### src/core/edpc_regs.svh
// Register offset, field positions, reset values and timing for energy detect
`ifndef EDPC_REGS_SVH
`define EDPC_REGS_SVH
`define EDPC_ADDR_CTRL 5'h1D
`define EDPC_BIT_EN 15
`define EDPC_BIT_AUTO_UP 14
`define EDPC_BIT_AUTO_DOWN 13
`define EDPC_BIT_MAN 12
`define EDPC_BIT_BURST_DIS 11
`define EDPC_BIT_PWR_STATE 10
`define EDPC_BIT_ERR_MET 9
`define EDPC_BIT_DATA_MET 8
`define EDPC_ERR_HI 7
`define EDPC_ERR_LO 4
`define EDPC_DATA_HI 3
`define EDPC_DATA_LO 0
`define EDPC_THR_RST 4'h1
`define EDPC_CNT_ZERO 4'h0
`define EDPC_CNT_MAX 4'hF
`define EDPC_BURST_LONG 3'h4
`define EDPC_BURST_ONE 3'h1
`define EDPC_QUIET_MS 2000
`define EDPC_CLK_KHZ 20000
`endif

### src/core/edpc_pkg.sv
// Types shared by the energy detect power control block
package edpc_pkg;
    // Energy detect power state
    typedef enum logic [1:0] {
        EDPC_DOWN = 2'b00,
        EDPC_GO_UP = 2'b01,
        EDPC_UP = 2'b10,
        EDPC_GO_DOWN = 2'b11
    } edpc_state_t;
endpackage

### src/core/edpc_pulse_gen.sv
// Energy detect data pulse burst generator
`timescale 1ns/1ns
`include "edpc_regs.svh"
module edpc_pulse_gen
    import edpc_pkg::*;
(
    input wire logic clk,
    input wire logic nrst,
    input wire logic start,
    input wire logic burst_disable,
    output logic pulse,
    output logic busy
);
    // Pulses still to send
    logic [2:0] left_r;
    // Pulse output register
    logic pulse_r;

    // Load the burst length on driver power-up, then count it down
    always_ff @(posedge clk or negedge nrst) begin
        if (!nrst) begin
            left_r <= 3'h0;
            pulse_r <= 1'b0;
        end else if (start) begin
            // One pulse or a burst of four
            left_r <= burst_disable ? `EDPC_BURST_ONE : `EDPC_BURST_LONG;
            pulse_r <= 1'b0;
        end else if (pulse_r) begin
            // Gap cycle between pulses
            pulse_r <= 1'b0;
        end else if (left_r != 3'h0) begin
            pulse_r <= 1'b1;
            left_r <= left_r - 3'h1;
        end
    end

    assign pulse = pulse_r;
    assign busy = (left_r != 3'h0) || pulse_r;
endmodule // edpc_pulse_gen

### src/core/edpc_ctrl.sv
// Energy detect control register and power state sequencing
// Operation
// - Manual trigger starts a power transition, which completes on power_seq_done
// - Burst of four pulses per driver power-up
// - Burst disable sends single pulse
// - Read-only bit shows powered-up state
// - Error met flag informational, clear on read
// - Data met flag when count reaches threshold
// - Error threshold bits 7:4, reset 0001
// - Data threshold bits 3:0, reset 0001
// - Counters clear after two quiet seconds
// - Auto power-up at data threshold
// - Auto power-down when no energy
`timescale 1ns/1ns
`include "edpc_regs.svh"
module edpc_ctrl
    import edpc_pkg::*;
#(
    // Quiet time before counters clear, in clock cycles
    parameter int unsigned QUIET_CYCLES = `EDPC_QUIET_MS * `EDPC_CLK_KHZ
)
(
    input wire logic clk,
    input wire logic nrst,
    input wire logic [4:0] reg_addr,
    input wire logic reg_wr,
    input wire logic reg_rd,
    input wire logic [15:0] reg_wdata,
    output logic [15:0] reg_rdata,
    input wire logic data_event,
    input wire logic error_event,
    input wire logic energy_present,
    input wire logic power_seq_done,
    output logic transmit_driver_on,
    output logic ed_pulse,
    output logic power_state_flag
);
    // Register fields
    logic enable_r;
    logic auto_power_up_r;
    logic auto_power_down_r;
    logic manual_power_trigger_r;
    logic pulse_burst_disable_r;
    logic error_threshold_met_r;
    logic data_threshold_met_r;
    logic [3:0] error_threshold_r;
    logic [3:0] data_threshold_r;
    // Event counters and quiet timer
    logic [3:0] data_cnt_r;
    logic [3:0] err_cnt_r;
    logic [31:0] quiet_r;
    // Power state
    edpc_state_t state_r;
    edpc_state_t state_nxt;
    // Decoded strobes
    logic hit;
    logic wr_hit;
    logic rd_hit;
    logic quiet_done;
    logic data_met;
    logic err_met;
    logic man_start;
    logic up_start;

    // Saturating increment used by both counters
    function automatic logic [3:0] sat_inc(input logic [3:0] v,
                                           input logic ev);
        sat_inc = (ev && v != `EDPC_CNT_MAX) ? v + 4'h1 : v;
    endfunction

    assign hit = (reg_addr == `EDPC_ADDR_CTRL);
    assign wr_hit = reg_wr && hit;
    assign rd_hit = reg_rd && hit;
    assign quiet_done = (quiet_r >= QUIET_CYCLES - 1);
    // Threshold comparison, count at or above threshold
    assign data_met = (data_cnt_r >= data_threshold_r);
    assign err_met = (err_cnt_r >= error_threshold_r);
    // Manual trigger starts a transition from either settled state
    assign man_start = manual_power_trigger_r && enable_r &&
        (state_r == EDPC_DOWN || state_r == EDPC_UP);

    // Software writable fields
    always_ff @(posedge clk or negedge nrst) begin
        if (!nrst) begin
            enable_r <= 1'b0;
            auto_power_up_r <= 1'b1;
            auto_power_down_r <= 1'b1;
            pulse_burst_disable_r <= 1'b0;
            error_threshold_r <= `EDPC_THR_RST;
            data_threshold_r <= `EDPC_THR_RST;
        end else if (wr_hit) begin
            enable_r <= reg_wdata[`EDPC_BIT_EN];
            auto_power_up_r <= reg_wdata[`EDPC_BIT_AUTO_UP];
            auto_power_down_r <= reg_wdata[`EDPC_BIT_AUTO_DOWN];
            pulse_burst_disable_r <= reg_wdata[`EDPC_BIT_BURST_DIS];
            error_threshold_r <= reg_wdata[`EDPC_ERR_HI:`EDPC_ERR_LO];
            data_threshold_r <= reg_wdata[`EDPC_DATA_HI:`EDPC_DATA_LO];
        end
    end

    // Manual trigger: set by write, cleared when its transition starts
    always_ff @(posedge clk or negedge nrst) begin
        if (!nrst) begin
            manual_power_trigger_r <= 1'b0;
        end else if (wr_hit && reg_wdata[`EDPC_BIT_MAN]) begin
            manual_power_trigger_r <= 1'b1;
        end else if (man_start || !enable_r) begin
            manual_power_trigger_r <= 1'b0;
        end
    end

    // Quiet timer, restarted by every data event
    always_ff @(posedge clk or negedge nrst) begin
        if (!nrst) begin
            quiet_r <= 32'h0;
        end else if (data_event || quiet_done) begin
            quiet_r <= 32'h0;
        end else begin
            quiet_r <= quiet_r + 32'h1;
        end
    end

    // Event counters, cleared after quiet period or a power transition
    always_ff @(posedge clk or negedge nrst) begin
        if (!nrst) begin
            data_cnt_r <= `EDPC_CNT_ZERO;
            err_cnt_r <= `EDPC_CNT_ZERO;
        end else if (quiet_done || state_r != state_nxt) begin
            data_cnt_r <= `EDPC_CNT_ZERO;
            err_cnt_r <= `EDPC_CNT_ZERO;
        end else if (enable_r) begin
            data_cnt_r <= sat_inc(data_cnt_r, data_event);
            err_cnt_r <= sat_inc(err_cnt_r, error_event);
        end
    end

    // Clear-on-read flags; a new threshold hit wins over the read clear
    always_ff @(posedge clk or negedge nrst) begin
        if (!nrst) begin
            error_threshold_met_r <= 1'b0;
            data_threshold_met_r <= 1'b0;
        end else begin
            if (enable_r && err_met) begin
                error_threshold_met_r <= 1'b1;
            end else if (rd_hit) begin
                error_threshold_met_r <= 1'b0;
            end
            if (enable_r && data_met) begin
                data_threshold_met_r <= 1'b1;
            end else if (rd_hit) begin
                data_threshold_met_r <= 1'b0;
            end
        end
    end

    // Next power state; error threshold causes no transition
    always_comb begin
        state_nxt = state_r;
        case (state_r)
            EDPC_DOWN: begin
                if (man_start) begin
                    state_nxt = EDPC_GO_UP;
                end else if (enable_r && auto_power_up_r && data_met) begin
                    state_nxt = EDPC_GO_UP;
                end
            end
            EDPC_GO_UP: begin
                if (power_seq_done) begin
                    state_nxt = EDPC_UP;
                end
            end
            EDPC_UP: begin
                if (man_start) begin
                    state_nxt = EDPC_GO_DOWN;
                end else if (enable_r && auto_power_down_r &&
                             !energy_present) begin
                    state_nxt = EDPC_GO_DOWN;
                end
            end
            EDPC_GO_DOWN: begin
                if (power_seq_done) begin
                    state_nxt = EDPC_DOWN;
                end
            end
            default: begin
                state_nxt = EDPC_DOWN;
            end
        endcase
    end

    // Power state register
    always_ff @(posedge clk or negedge nrst) begin
        if (!nrst) begin
            state_r <= EDPC_DOWN;
        end else begin
            state_r <= state_nxt;
        end
    end

    // Driver on and pulse burst start on entering power-up
    assign up_start = (state_r == EDPC_DOWN) && (state_nxt == EDPC_GO_UP);

    always_ff @(posedge clk or negedge nrst) begin
        if (!nrst) begin
            transmit_driver_on <= 1'b0;
        end else begin
            transmit_driver_on <= (state_nxt == EDPC_GO_UP) ||
                (state_nxt == EDPC_UP);
        end
    end

    edpc_pulse_gen u_pulse (
        .clk(clk),
        .nrst(nrst),
        .start(up_start),
        .burst_disable(pulse_burst_disable_r),
        .pulse(ed_pulse),
        .busy()
    );

    // Powered-up indication
    assign power_state_flag = (state_r == EDPC_UP);

    // Read data register
    always_ff @(posedge clk or negedge nrst) begin
        if (!nrst) begin
            reg_rdata <= 16'h0000;
        end else if (rd_hit) begin
            reg_rdata <= {enable_r, auto_power_up_r, auto_power_down_r,
                manual_power_trigger_r, pulse_burst_disable_r,
                power_state_flag, error_threshold_met_r,
                data_threshold_met_r, error_threshold_r,
                data_threshold_r};
        end else if (reg_rd) begin
            reg_rdata <= 16'h0000;
        end
    end
endmodule // edpc_ctrl

### config.mk
export PLATFORM = sky130hd
export DESIGN_NAME = edpc_ctrl
export DESIGN_NICKNAME = d
export VERILOG_FILES = /design/src/core/edpc_pkg.sv /design/src/core/edpc_pulse_gen.sv /design/src/core/edpc_ctrl.sv
export VERILOG_INCLUDE_DIRS = /design/src /design/src/core
export SDC_FILE = /design/constraint.sdc
export NUM_CORES = 1
export LEC_CHECK = 0
export ABC_AREA = 1
export BUFFER_PORTS_ARGS = -buffer_cell sky130_fd_sc_hd__buf_4
export CELL_PAD_IN_SITES_DETAIL_PLACEMENT = 2
export CELL_PAD_IN_SITES_GLOBAL_PLACEMENT = 2
export CORE_UTILIZATION = 33
export CTS_BUF_LIST = sky130_fd_sc_hd__clkbuf_8 sky130_fd_sc_hd__clkbuf_16
export CTS_CLUSTER_SIZE = 20
export DETAILED_ROUTE_END_ITERATION = 16
export PLACE_DENSITY = 0.71
export SYNTH_ARGS = -nofsm -noshare
export SYNTH_HDL_FRONTEND = slang
export SYNTH_HIERARCHICAL = 1
export SYNTH_SLANG_ARGS = --single-unit
### constraint.sdc
create_clock -name clk -period 2.5 [get_ports clk]
set_input_delay 0.5 -clock clk [delete_from_list [all_inputs] [get_ports clk]]
set_output_delay 0.5 -clock clk [all_outputs]
set_load 0.01 [all_outputs]
; ---- Word level (Yosys, flattened, before mapping)
; Cells that the tools add are included.
[word_totals]
output_inout_bits = 19
romBits = 0
latchBits = 0
ramBits = 0
inputBits = 29
reg_bits = 78
n_memories = 0
[op_classes]
div = 0
n_mul = 0
shifts = 0
n_bitwise = 0
n_eq_ne = 10
addsub = 4
mux = 28
n_reduce_logical = 34
n_lt_le_gt_ge = 3
[ops]
columns = operator, count
row1 = $add A32 B1 Y32 const B, 1
row2 = $ge A32 B26 Y1 const B, 1
row3 = $mux W16, 2
row4 = $mux W32, 1
row5 = $mux W4, 6
row6 = $reduce_bool A2 Y1, 8
row7 = $logic_and A1 B1 Y1, 14
row8 = $mux W2, 6
row9 = $mux W3, 4
row10 = $add A4 B1 Y4 const B, 2
row11 = $ge A4 B4 Y1, 2
row12 = $mux W1, 8
row13 = $ne A4 B4 Y1 const B, 2
row14 = $pmux W2 S4, 1
row15 = $eq A2 B2 Y1 const B, 3
row16 = $reduce_and A2 Y1, 3
row17 = $eq A5 B5 Y1 const B, 1
row18 = $logic_or A1 B1 Y1, 5
row19 = $eq A2 B1 Y1 const B, 2
row20 = $reduce_bool A3 Y1, 1
row21 = $sub A3 B1 Y3 const B, 1
row22 = $logic_not A1 Y1, 2
row23 = $logic_not A2 Y1, 1
row24 = $ne A2 B1 Y1 const B, 1
row25 = $ne A2 B2 Y1, 1

; ---- Depth between registers and ports, before layout
; Gate-level depths: netlist of run 1.
[logic_depth]
depth_word = 9
mapped_depth = 15
ltp_nobuf = 15

; ---- Modules after synthesis
; Netlist of run 1, hierarchy kept.
[modules_own_cells]
columns = module, area_per_inst_um2, cells_per_inst, instances
row1 = edpc_ctrl, 3631.0, 400, 1
row2 = edpc_pulse_gen, 241.5, 30, 1

; ---- Worst setup path before layout of run 1
; Ideal clock, no wire load.
[synth_timing]
path_kind = reg2reg
from = reg data_cnt_r[0]
to = reg u_pulse.left_r[0]
arrival_time_ns = 2.106
path_stages_with_launch = 15
slack_ns = 0.272
setup_ns = 0.122
synth_period_minus_slack_ns = 2.228
path_cell_list = dfrtp_1 -> inv_1 -> ha_1 -> inv_1 -> nand2_1 -> a21oi_1 -> o21ai_0 -> nand3_1 -> nand3_1 -> and3_1 -> ha_1 -> nor3b_1 -> o21ai_0 -> nand2_1 -> o21ai_1
[synth_between]
elab_chain_cells = 9
word_cells_on_any_way = 11
cone_classes = order compare: 1 / eq/ne: 2 / mux: 4 / reduce/logical: 4
[synth_lines]
columns = element, line
row1 = start: declaration, edpc_ctrl.sv:49  ; logic [3:0] data_cnt_r;
row2 = start signal: assignment, edpc_ctrl.sv:126  ; data_cnt_r <= `EDPC_CNT_ZERO;
row3 = start signal: assignment, edpc_ctrl.sv:129  ; data_cnt_r <= `EDPC_CNT_ZERO;
row4 = start signal: assignment, edpc_ctrl.sv:132  ; data_cnt_r <= sat_inc(data_cnt_r, data_event);
row5 = $ge A4 B4 Y1 (*), edpc_ctrl.sv:76  ; assign data_met = (data_cnt_r >= data_threshold_r);
row6 = $logic_and A1 B1 Y1 (*), edpc_ctrl.sv:163  ; end else if (enable_r && auto_power_up_r && data_met) begin
row7 = $mux W2 (*), edpc_ctrl.sv:163
row8 = $mux W2 (*), edpc_ctrl.sv:161  ; if (man_start) begin
row9 = $pmux W2 S4 (*), edpc_ctrl.sv:159  ; case (state_r)
row10 = via state_nxt[0], edpc_ctrl.sv:54  ; edpc_state_t state_nxt;
row11 = $eq A2 B1 Y1 (*), edpc_ctrl.sv:201  ; assign up_start = (state_r == EDPC_DOWN) && (state_nxt == EDPC_GO_UP);
row12 = $logic_and A1 B1 Y1 (*), edpc_ctrl.sv:201
row13 = via up_start, edpc_ctrl.sv:63  ; logic up_start;
row14 = $ne A2 B1 Y1 (no source line) / $reduce_bool A2 Y1 (equally long branches), -
row15 = $reduce_and A2 Y1 (no source line), -
row16 = end signal: assignment, edpc_pulse_gen.sv:26  ; left_r <= burst_disable ? `EDPC_BURST_ONE : `EDPC_BURST_LONG;
row17 = end signal: assignment, edpc_pulse_gen.sv:33  ; left_r <= left_r - 3'h1;
row18 = end: declaration, edpc_pulse_gen.sv:15  ; logic [2:0] left_r;
; Mark *: on every way through the listed nets, which the timed path passes. The rest lies on a longest branch.
; A chain may end at the register's enable or synchronous reset.

; ---- Final worst setup path of run 1
[layout_timing]
from = reg data_threshold_r[0]
to = reg u_pulse.left_r[2]
[layout_between]
elab_chain_cells = 9
word_cells_on_any_way = 11
cone_classes = order compare: 1 / eq/ne: 2 / mux: 4 / reduce/logical: 4
[layout_lines]
columns = element, line
row1 = start: declaration, edpc_ctrl.sv:47  ; logic [3:0] data_threshold_r;
row2 = start signal: assignment, edpc_ctrl.sv:90  ; data_threshold_r <= `EDPC_THR_RST;
row3 = start signal: assignment, edpc_ctrl.sv:97  ; data_threshold_r <= reg_wdata[`EDPC_DATA_HI:`EDPC_DATA_LO];
row4 = $ge A4 B4 Y1 (*), edpc_ctrl.sv:76
row5 = $logic_and A1 B1 Y1 (*), edpc_ctrl.sv:163
row6 = $mux W2 (*), edpc_ctrl.sv:163
row7 = $mux W2 (*), edpc_ctrl.sv:161
row8 = $pmux W2 S4 (*), edpc_ctrl.sv:159
row9 = via state_nxt[0], edpc_ctrl.sv:54
row10 = $eq A2 B1 Y1 (*), edpc_ctrl.sv:201
row11 = $logic_and A1 B1 Y1 (*), edpc_ctrl.sv:201
row12 = via up_start, edpc_ctrl.sv:63
row13 = $ne A2 B1 Y1 (no source line) / $reduce_bool A2 Y1 (equally long branches), -
row14 = $reduce_and A2 Y1 (no source line), -
; Marks and branches as above.

==> metrics.md, run 1 <==
| Metric | Value |
|---|---|
| Final Hold Viols | `0` |
| CP Launch Type | `flop` |
| GPL Wtd Cong | `0.733` |
| Combinational power share | `0.178` |
| Clock Pin Slew Worst Setup and Hold Paths | `60 ps` |
| Fin worst setup slack | `152 ps` |
| Worst Clk Skew | `8.46 ps` |
| Syn-to-layout area delta | `21.8%` |
| DP HPWL | `7.00 mm` |
| Pin count of the biggest net entering global routing | `43` |
| Post-layout util | `0.413` |
| Core region area | `0.0114 mm^2` |
| Clock sinks | `78` |
| Routed Antenna Nets | `0` |
| Drt first pass iters | `4` |
| Element type at the critical path end | `flop` |
| Final-layout fill cell count | `1279` |
| Worst-Margin Slew | `590 ps` |
| Mean Syn Cell Area | `9.02 um^2` |
| Non-filler cells, final | `635` |
| P_leak | `2.25 nW` |
| Status | `finished clean` |
| Pwr dens | `721 mW/mm^2` |
| Layout cells sized above 1 | `0.222` |
| Vias after detailed routing | `3042` |
| Die Y | `110 um` |
| Vias in the first global route | `3336` |
| Multi-input gate area | `0.00163 mm^2` |
| Dpl ws | `100 ps` |
| Setup Crit Path Kind | `flop to flop` |
| Arrival @ worst endpoint | `2570 ps` |
| Register area | `0.00196 mm^2` |
| Max Slew Vio Count | `0` |
| Initial core utilization | `0.339` |
| Mapped Cells | `429` |
| First-pass GRT wire length | `16.0 mm` |
| Yosys warnings | `6` |
| FP Rows | `39` |
| Seq pwr share | `0.431` |
| All-layer global routing usage | `0.175` |
| Die ar. | `0.0122 mm^2` |
| Post-Route WL | `9.68 mm` |
| Clk_lat worst skew | `340 ps` |
| Min Tclk post-route | `2350 ps` |
| Clk pwr share | `0.392` |
| Crit path required time | `2720 ps` |
| Max Cap Viol | `0` |
| Setup Viol. Count Final | `0` |
| CTS tree | `done` |
| Switching power total | `0.960 mW` |
| DR WL/cell | `15.2 um` |
| Vias per cell | `4.79` |
| Ant diodes | `0` |
| IO Count | `48` |
| Crit Path Max Fanout | `5` |
| Initial drt markers | `107` |
| Mapped Area | `0.00387 mm^2` |
| PortBufs | `44` |
| Cts bufs inserted | `9` |
| Fmax | `426 MHz` |
| Placed cells | `618` |
| Clock Tree Buf Depth | `2` |
| Die width | `110 um` |
| Initial antenna violation count | `0` |
| Final worst-path cycle share | `0.939` |
| H-tree level count | `3` |
| Net Sw Frac | `0.283` |
| CTS Root Cell | `clkbuf_16` |
| # nets final | `530` |
| HP Class | `input port to async pin` |
| Slew headroom | `0.607` |
| Maximum vdd drop | `367 uV` |
| Internal | `2.44 mW` |
| GR Overflow Total | `0` |
| DRC | `0` |
worst max-delay path, cell delays in order, from the launching register on:
cell     delay (ps)
dfstp_2         540
ha_1            230
inv_1            60
nand2_1          50
a21oi_2         130
o21ai_2          80
nand3_1          70
nand3_1          90
and3_1          170
ha_1            170
nor3b_1         130
buf_4           150
inv_2            90
nand3_1         100
nand3_1          90
nand2_1          60
cells in the final DEF, fill, tap and decap left out, drive strengths merged, types with 3 or more instances in the layout:
cell     n
and3     5
inv     73
nand2   60
nor3    15
nand3   25
xor2    15
ha      14
buf     49
dfstp    4
dfrtp   74
o21ai   15
a21oi   18
o22ai   13
clkinv   3
nand4    7
conb     6
clkbuf  10
nor2    71
metal layers:
layer / vias up / track usage / part of all wire
met4: 0 / 0.0752 / 0.017
met5: - / 0 / 0
met2: 22 / 0.299 / 0.50
li1: 1479 / - / -
met1: 1531 / 0.218 / 0.46
met3: 10 / 0.0288 / 0.019
flip-flops by register name, indices dropped and copies added, names as in the netlist, 2 cells and up:
| register | count |
|---|---|
| quiet_r | 32 |
| reg_rdata | 16 |
| data_cnt_r | 4 |
| data_threshold_r | 4 |
| err_cnt_r | 4 |
| error_threshold_r | 4 |
| u_pulse/left_r | 3 |
| state_r | 2 |
power by group through the flow:
stage | combinational (mW) | clock, mW | sequential (mW)
floorplan | 0.376 | 0 | 1.48
global placement | 0.574 | 0 | 1.48
detailed placement | 0.615 | 0 | 1.49
CTS | 0.621 | 1.38 | 1.47
global route | 0.695 | 1.42 | 1.48
finish | 0.604 | 1.33 | 1.46
final timing paths:
kind | slack (ps) | end | start | depth (start not counted)
max | 150 | u_pulse/left_r[2] | data_threshold_r[0] | 15
min | 170 | quiet_r[7] | nrst | 1
max reg2reg | 150 | u_pulse/left_r[2] | data_threshold_r[0] | 15
min reg2reg | 460 | quiet_r[0] | quiet_r[0] | 1
max in group asynchronous | 1650 | error_threshold_r[0] | nrst | 2
min in group clk | 390 | auto_power_up_r | reg_wdata[14] | 2
stage by stage:
step | power, mW | hold slack [ps] | area [um^2] | setup TNS (ps)
2_1_floorplan | 1.85 | 204 | 3890 | 0
6_report | 3.40 | 173 | 4710 | 0
3_5_place_dp | 2.10 | 464 | 4400 | 0
5_1_grt | 3.59 | 207 | 4710 | -33.9
4_1_cts | 3.47 | 193 | 4700 | 0
3_3_place_gp | 2.06 | 449 | 4400 | 0
timing repair:
action                                  CTS  global route
resized for setup                         0             3
setup buffers                             0             1
endpoints found under the setup margin    0             3
hold buffers                              0             0
final cells by class:
class	instances	area share
clock buffers	10	0.0507
inverters	71	0.0566
flip-flops and latches	78	0.415
clock inverters	6	0.0130
well taps	143	0.0380
multi-input cells	278	0.346
repair buffers	49	0.0807
No activity file was read; power rests on OpenSTA's default activity.
==> run 2, diff against run 1 <==
==> constraint.sdc (replaced) <==
create_clock -name clk -period 2.48 [get_ports clk]
set_input_delay 0.496 -clock clk [delete_from_list [all_inputs] [get_ports clk]]
set_output_delay 0.496 -clock clk [all_outputs]
set_load 0.01 [all_outputs]
==> metrics.md, run 2 (same netlist as run 1, synthesis figures left out) <==
| Metric | Value |
|---|---|
| Status | `finished clean` |
| Setup TNS | `0 ps` |
| Fin worst setup slack | `198 ps` |
| Crit path required time | `2710 ps` |
| Fmax | `438 MHz` |
| PnR Total Power | `3.37 mW` |
| CTS tree | `done` |
| Slew headroom | `0.571` |
| Arrival @ worst endpoint | `2510 ps` |
| Die width | `110 um` |
| Clock Tree Buf Depth | `2` |
| Max Slew Vio Count | `0` |
| Post-route cell area | `0.00471 mm^2` |
| R2R depth | `15` |
| Non-filler cells, final | `636` |
| Die ar. | `0.0122 mm^2` |
| FP Rows | `39` |
| Setup Viol. Count Final | `0` |
| Grt peak-use layer | `met2` |
| Post-layout util | `0.413` |
| P_leak | `2.25 nW` |
| PortBufs | `44` |
| Initial core utilization | `0.339` |
| GR Util met1 | `0.232` |
| Setup Crit Path Kind | `flop to flop` |
| Biggest register | `quiet_r` |
| Largest register FFs | `32` |
| Vias in the first global route | `3305` |
| Vias after detailed routing | `3074` |
| GPL Wtd Cong | `0.735` |
| Element type at the critical path end | `flop` |
| CP Launch Type | `flop` |
| Dpl ws | `25.7 ps` |
| All-layer global routing usage | `0.180` |
| DRC | `0` |
| Hold WS | `165 ps` |
| Largest regs | `quiet_r: 32 flops, reg_rdata: 16 flops` |
| DP HPWL | `7.11 mm` |
| Crit Path Max Fanout | `5` |
| Drt first pass iters | `4` |
| Worst flop-to-flop path endpoint | `u_pulse/left_r[2]` |
| Core region area | `0.0114 mm^2` |
| R2R setup slack | `200 ps` |
| Initial antenna violation count | `0` |
| Die Y | `110 um` |
| GR Overflow Total | `0` |
| Most frequent cells in the layout | `dfrtp_1 (74), inv_1 (68), nor2_1 (58)` |
| Maximum vdd drop | `480 uV` |
| HP Class | `input port to async pin` |
| Pin count of the biggest net entering global routing | `43` |
| Clock Pin Slew Worst Setup and Hold Paths | `60 ps` |
| # nets final | `531` |
| Clock sinks | `78` |
| Register area | `0.00196 mm^2` |
| RSZ-0062 raised after global routing | `false` |
| Pwr dens | `716 mW/mm^2` |
| Layout cells sized above 1 | `0.229` |
| Post-Route WL | `9.75 mm` |
| IO Count | `48` |
| H-tree level count | `3` |
| Vias per cell | `4.83` |
| Final worst-path cycle share | `0.920` |
| M3 GR Usage | `0.0306` |
| Worst-Margin Slew | `635 ps` |
| Max Cap Viol | `0` |
| Syn-to-layout area delta | `21.8%` |
| Multi-input gate area | `0.00164 mm^2` |
| Clk_lat worst skew | `340 ps` |
| Met2 Usage GRT | `0.301` |
| Worst Clk Skew | `6.79 ps` |
| CTS Root Cell | `clkbuf_16` |
| Final Hold Viols | `0` |
| Min Tclk post-route | `2280 ps` |
| Final-layout fill cell count | `1315` |
| R2r startpoint | `data_threshold_r[0]` |
| Routed Antenna Nets | `0` |
| Placed cells | `619` |
| Commonest non-fill, non-tap cell in the layout | `dfrtp_1` |
| Placed inst area | `0.00440 mm^2` |
| Ant diodes | `0` |
| Initial drt markers | `70` |
| DR WL/cell | `15.3 um` |
| First-pass GRT wire length | `16.3 mm` |
| Cts bufs inserted | `9` |
## run 2: area by class of cell
cell class / instances / area share
Timing Repair Buffer: 50 / 0.0823
Multi-Input combinational cell: 278 / 0.349
Inverter: 71 / 0.0566
Sequential cell: 78 / 0.415
Clock inverter: 6 / 0.00823
Clock buffer: 10 / 0.0507
Tap cell: 143 / 0.0380
## run 2: how the worst max path moves through the flow
stage | from | endpoint | slack [ps] | depth (start not counted)
4_1_cts | data_cnt_r[0] | u_pulse/left_r[1] | 90 | 16
5_1_grt | data_threshold_r[0] | u_pulse/left_r[2] | 30 | 15
3_5_place_dp | data_cnt_r[0] | u_pulse/left_r[1] | 30 | 16
6_report | data_threshold_r[0] | u_pulse/left_r[2] | 200 | 15
3_3_place_gp | data_cnt_r[0] | u_pulse/left_r[0] | 170 | 16
2_1_floorplan | data_cnt_r[0] | u_pulse/left_r[0] | 250 | 14
## run 2: repair_timing
item                       in CTS  in global routing
gates resized for setup         1                  5
gates cloned                    0                  0
hold buffers                    0                  0
hold endpoints to repair        0                  0
buffers inserted                0                  1
setup endpoints to repair       2                  3
## run 2: routing by layer
| metal | vias up | part of all wire |
|---|---|---|
| met5 | - | 0 |
| met4 | 0 | 0.017 |
| met3 | 13 | 0.018 |
| met2 | 25 | 0.50 |
| met1 | 1551 | 0.46 |
| li1 | 1485 | - |
## run 2: worst max-delay path, cell delays in order (launching register included)
cell	delay, ps
dfstp_2	540
ha_1	230
inv_1	70
nand2_1	60
a21oi_2	130
o21ai_2	80
nand3_2	80
nand3_2	70
and3_4	160
ha_1	170
nor3b_1	130
buf_4	150
inv_2	90
nand3_1	90
nand3_1	90
nand2_1	50
## run 2: power by group
| group | leakage (nW) | switching, mW | internal, mW |
|---|---|---|---|
| Combinational | 1.09 | 0.387 | 0.269 |
| Clock | 0.140 | 0.543 | 0.702 |
| Sequential | 1.01 | 0.0708 | 1.40 |
==> run 3, diff against run 2 <==
--- a/config.mk
+++ b/config.mk
@@ -7,14 +7,14 @@
 export NUM_CORES = 1
 export LEC_CHECK = 0
 export ABC_AREA = 1
-export BUFFER_PORTS_ARGS = -buffer_cell sky130_fd_sc_hd__buf_4
 export CELL_PAD_IN_SITES_DETAIL_PLACEMENT = 2
 export CELL_PAD_IN_SITES_GLOBAL_PLACEMENT = 2
 export CORE_UTILIZATION = 33
 export CTS_BUF_LIST = sky130_fd_sc_hd__clkbuf_8 sky130_fd_sc_hd__clkbuf_16
 export CTS_CLUSTER_SIZE = 20
 export DETAILED_ROUTE_END_ITERATION = 16
-export PLACE_DENSITY = 0.71
+export DONT_BUFFER_PORTS = 1
+export PLACE_DENSITY = 0.66
 export SYNTH_ARGS = -nofsm -noshare
 export SYNTH_HDL_FRONTEND = slang
 export SYNTH_HIERARCHICAL = 1
==> metrics.md, run 3 (same netlist as run 1, synthesis figures left out) <==
| Metric | Value |
|---|---|
| Vias after detailed routing | `2896` |
| Arrival @ worst endpoint | `2540 ps` |
| Largest register FFs | `32` |
| Clock Tree Buf Depth | `2` |
| PnR Total Power | `3.59 mW` |
| Vias in the first global route | `3210` |
| FP Rows | `39` |
| GPL Wtd Cong | `0.750` |
| Crit path required time | `2710 ps` |
| DRC | `0` |
| Largest regs | `quiet_r: 32 flops, reg_rdata: 16 flops` |
| Post-Route WL | `9.57 mm` |
| Die width | `110 um` |
| Worst-Margin Slew | `546 ps` |
| Max Slew Vio Count | `0` |
| Die Y | `110 um` |
| Hold WS | `26.5 ps` |
| Initial core utilization | `0.339` |
| Max Cap Viol | `0` |
| Vias per cell | `4.88` |
| P_leak | `2.06 nW` |
| Most frequent cells in the layout | `dfrtp_1 (74), inv_1 (68), nor2_1 (58)` |
| # nets final | `488` |
| R2r startpoint | `data_threshold_r[0]` |
| Setup Viol. Count Final | `0` |
| Die ar. | `0.0122 mm^2` |
| Post-layout util | `0.390` |
| HP Class | `input port to async pin` |
| Setup TNS | `0 ps` |
| Status | `finished clean` |
| GR Overflow Total | `0` |
| Syn-to-layout area delta | `15.1%` |
| First-pass GRT wire length | `16.1 mm` |
| Final Hold Viols | `0` |
| Final worst-path cycle share | `0.934` |
| Biggest register | `quiet_r` |
| Setup Crit Path Kind | `flop to flop` |
| Routed Antenna Nets | `0` |
| Crit Path Max Fanout | `5` |
| CTS Root Cell | `clkbuf_16` |
| CTS tree | `done` |
| H-tree level count | `3` |
| Post-route cell area | `0.00445 mm^2` |
| Clock Pin Slew Worst Setup and Hold Paths | `60 ps` |
| Drt first pass iters | `3` |
| Cts bufs inserted | `9` |
| IO Count | `48` |
| Slew headroom | `0.631` |
| Clk_lat worst skew | `350 ps` |
| Maximum vdd drop | `386 uV` |
| Ant diodes | `0` |
| Min Tclk post-route | `2320 ps` |
| Layout cells sized above 1 | `0.147` |
| R2R setup slack | `160 ps` |
| Clock sinks | `78` |
| CP Launch Type | `flop` |
| PortBufs | `0` |
| DP HPWL | `6.93 mm` |
| Core region area | `0.0114 mm^2` |
| R2R depth | `15` |
| Element type at the critical path end | `flop` |
| Placed inst area | `0.00406 mm^2` |
| Pin count of the biggest net entering global routing | `79` |
| Pwr dens | `808 mW/mm^2` |
| Commonest non-fill, non-tap cell in the layout | `dfrtp_1` |
| Initial drt markers | `62` |
| Fmax | `432 MHz` |
| DR WL/cell | `16.1 um` |
| All-layer global routing usage | `0.179` |
| Worst flop-to-flop path endpoint | `u_pulse/left_r[1]` |
| Worst Clk Skew | `6.81 ps` |
| Initial antenna violation count | `0` |
run 3: cell types whose count changed in the layout (fill, tap and decap cells not counted), sizes merged:
cell / before / now
buf: 50 / 7
clkinv: 4 / 1
bufinv: 0 / 3
run 3: repair_timing:
item                                    in CTS  in global routing
endpoints found under the setup margin       2                  3
hold buffers                                 1                  0
endpoints found under the hold margin       78                  0
buffers inserted                             0                  1
gates resized for setup                      1                  1
cloned                                       0                  0
run 3: layout make-up:
class,count,area (um^2)
multi-input combinational,278,1630
timing repair buffer,7,72.6
inverter,71,267
clock buffer,10,239
clock inverter,6,110
sequential,78,1960
fill,1281,6970
tap,143,179
run 3: how the worst max path moves through the flow:
| stage | depth (start not counted) | endpoint | startpoint |
|---|---|---|---|
| after global routing | 15 | u_pulse/left_r[0] | data_threshold_r[0] |
| after detailed placement | 16 | u_pulse/left_r[1] | data_cnt_r[0] |
| after floorplan | 14 | u_pulse/left_r[0] | data_cnt_r[0] |
| after CTS | 16 | u_pulse/left_r[1] | data_cnt_r[0] |
| after global placement | 16 | u_pulse/left_r[0] | data_cnt_r[0] |
| final | 15 | u_pulse/left_r[1] | data_threshold_r[0] |
run 3: per-stage QoR:
stage	std cells	setup slack (ps)
finish	593	164
global route	593	-32.4
CTS	592	32.4
detailed placement	575	-10.1
global placement	575	146
floorplan	434	252
run 3: worst max-delay path, stage by stage (launching register included):
cell,delay (ps)
dfstp_2,540
ha_1,230
inv_1,50
nand2_1,40
a21oi_1,130
o21ai_1,100
nand3_1,90
nand3_1,100
and3_4,170
ha_1,160
nor3b_1,140
buf_4,160
inv_2,80
nand2_4,70
nand2_1,60
o21ai_1,80
run 3: routing by layer:
| layer | share of wire | wire length (um) | GRT usage |
|---|---|---|---|
| met5 | 0 | 0 | 0 |
| met4 | 0.020 | 194 | 0.0818 |
| met3 | 0.022 | 215 | 0.0341 |
| met2 | 0.51 | 4910 | 0.308 |
| met1 | 0.44 | 4250 | 0.215 |
run 3: power by group:
| part | leakage, nW | internal, mW | switching (mW) | total, mW |
|---|---|---|---|---|
| registers | 1.01 | 1.40 | 0.0831 | 1.49 |
| logic | 0.873 | 0.214 | 0.337 | 0.551 |
| clock network | 0.170 | 1.01 | 0.549 | 1.56 |
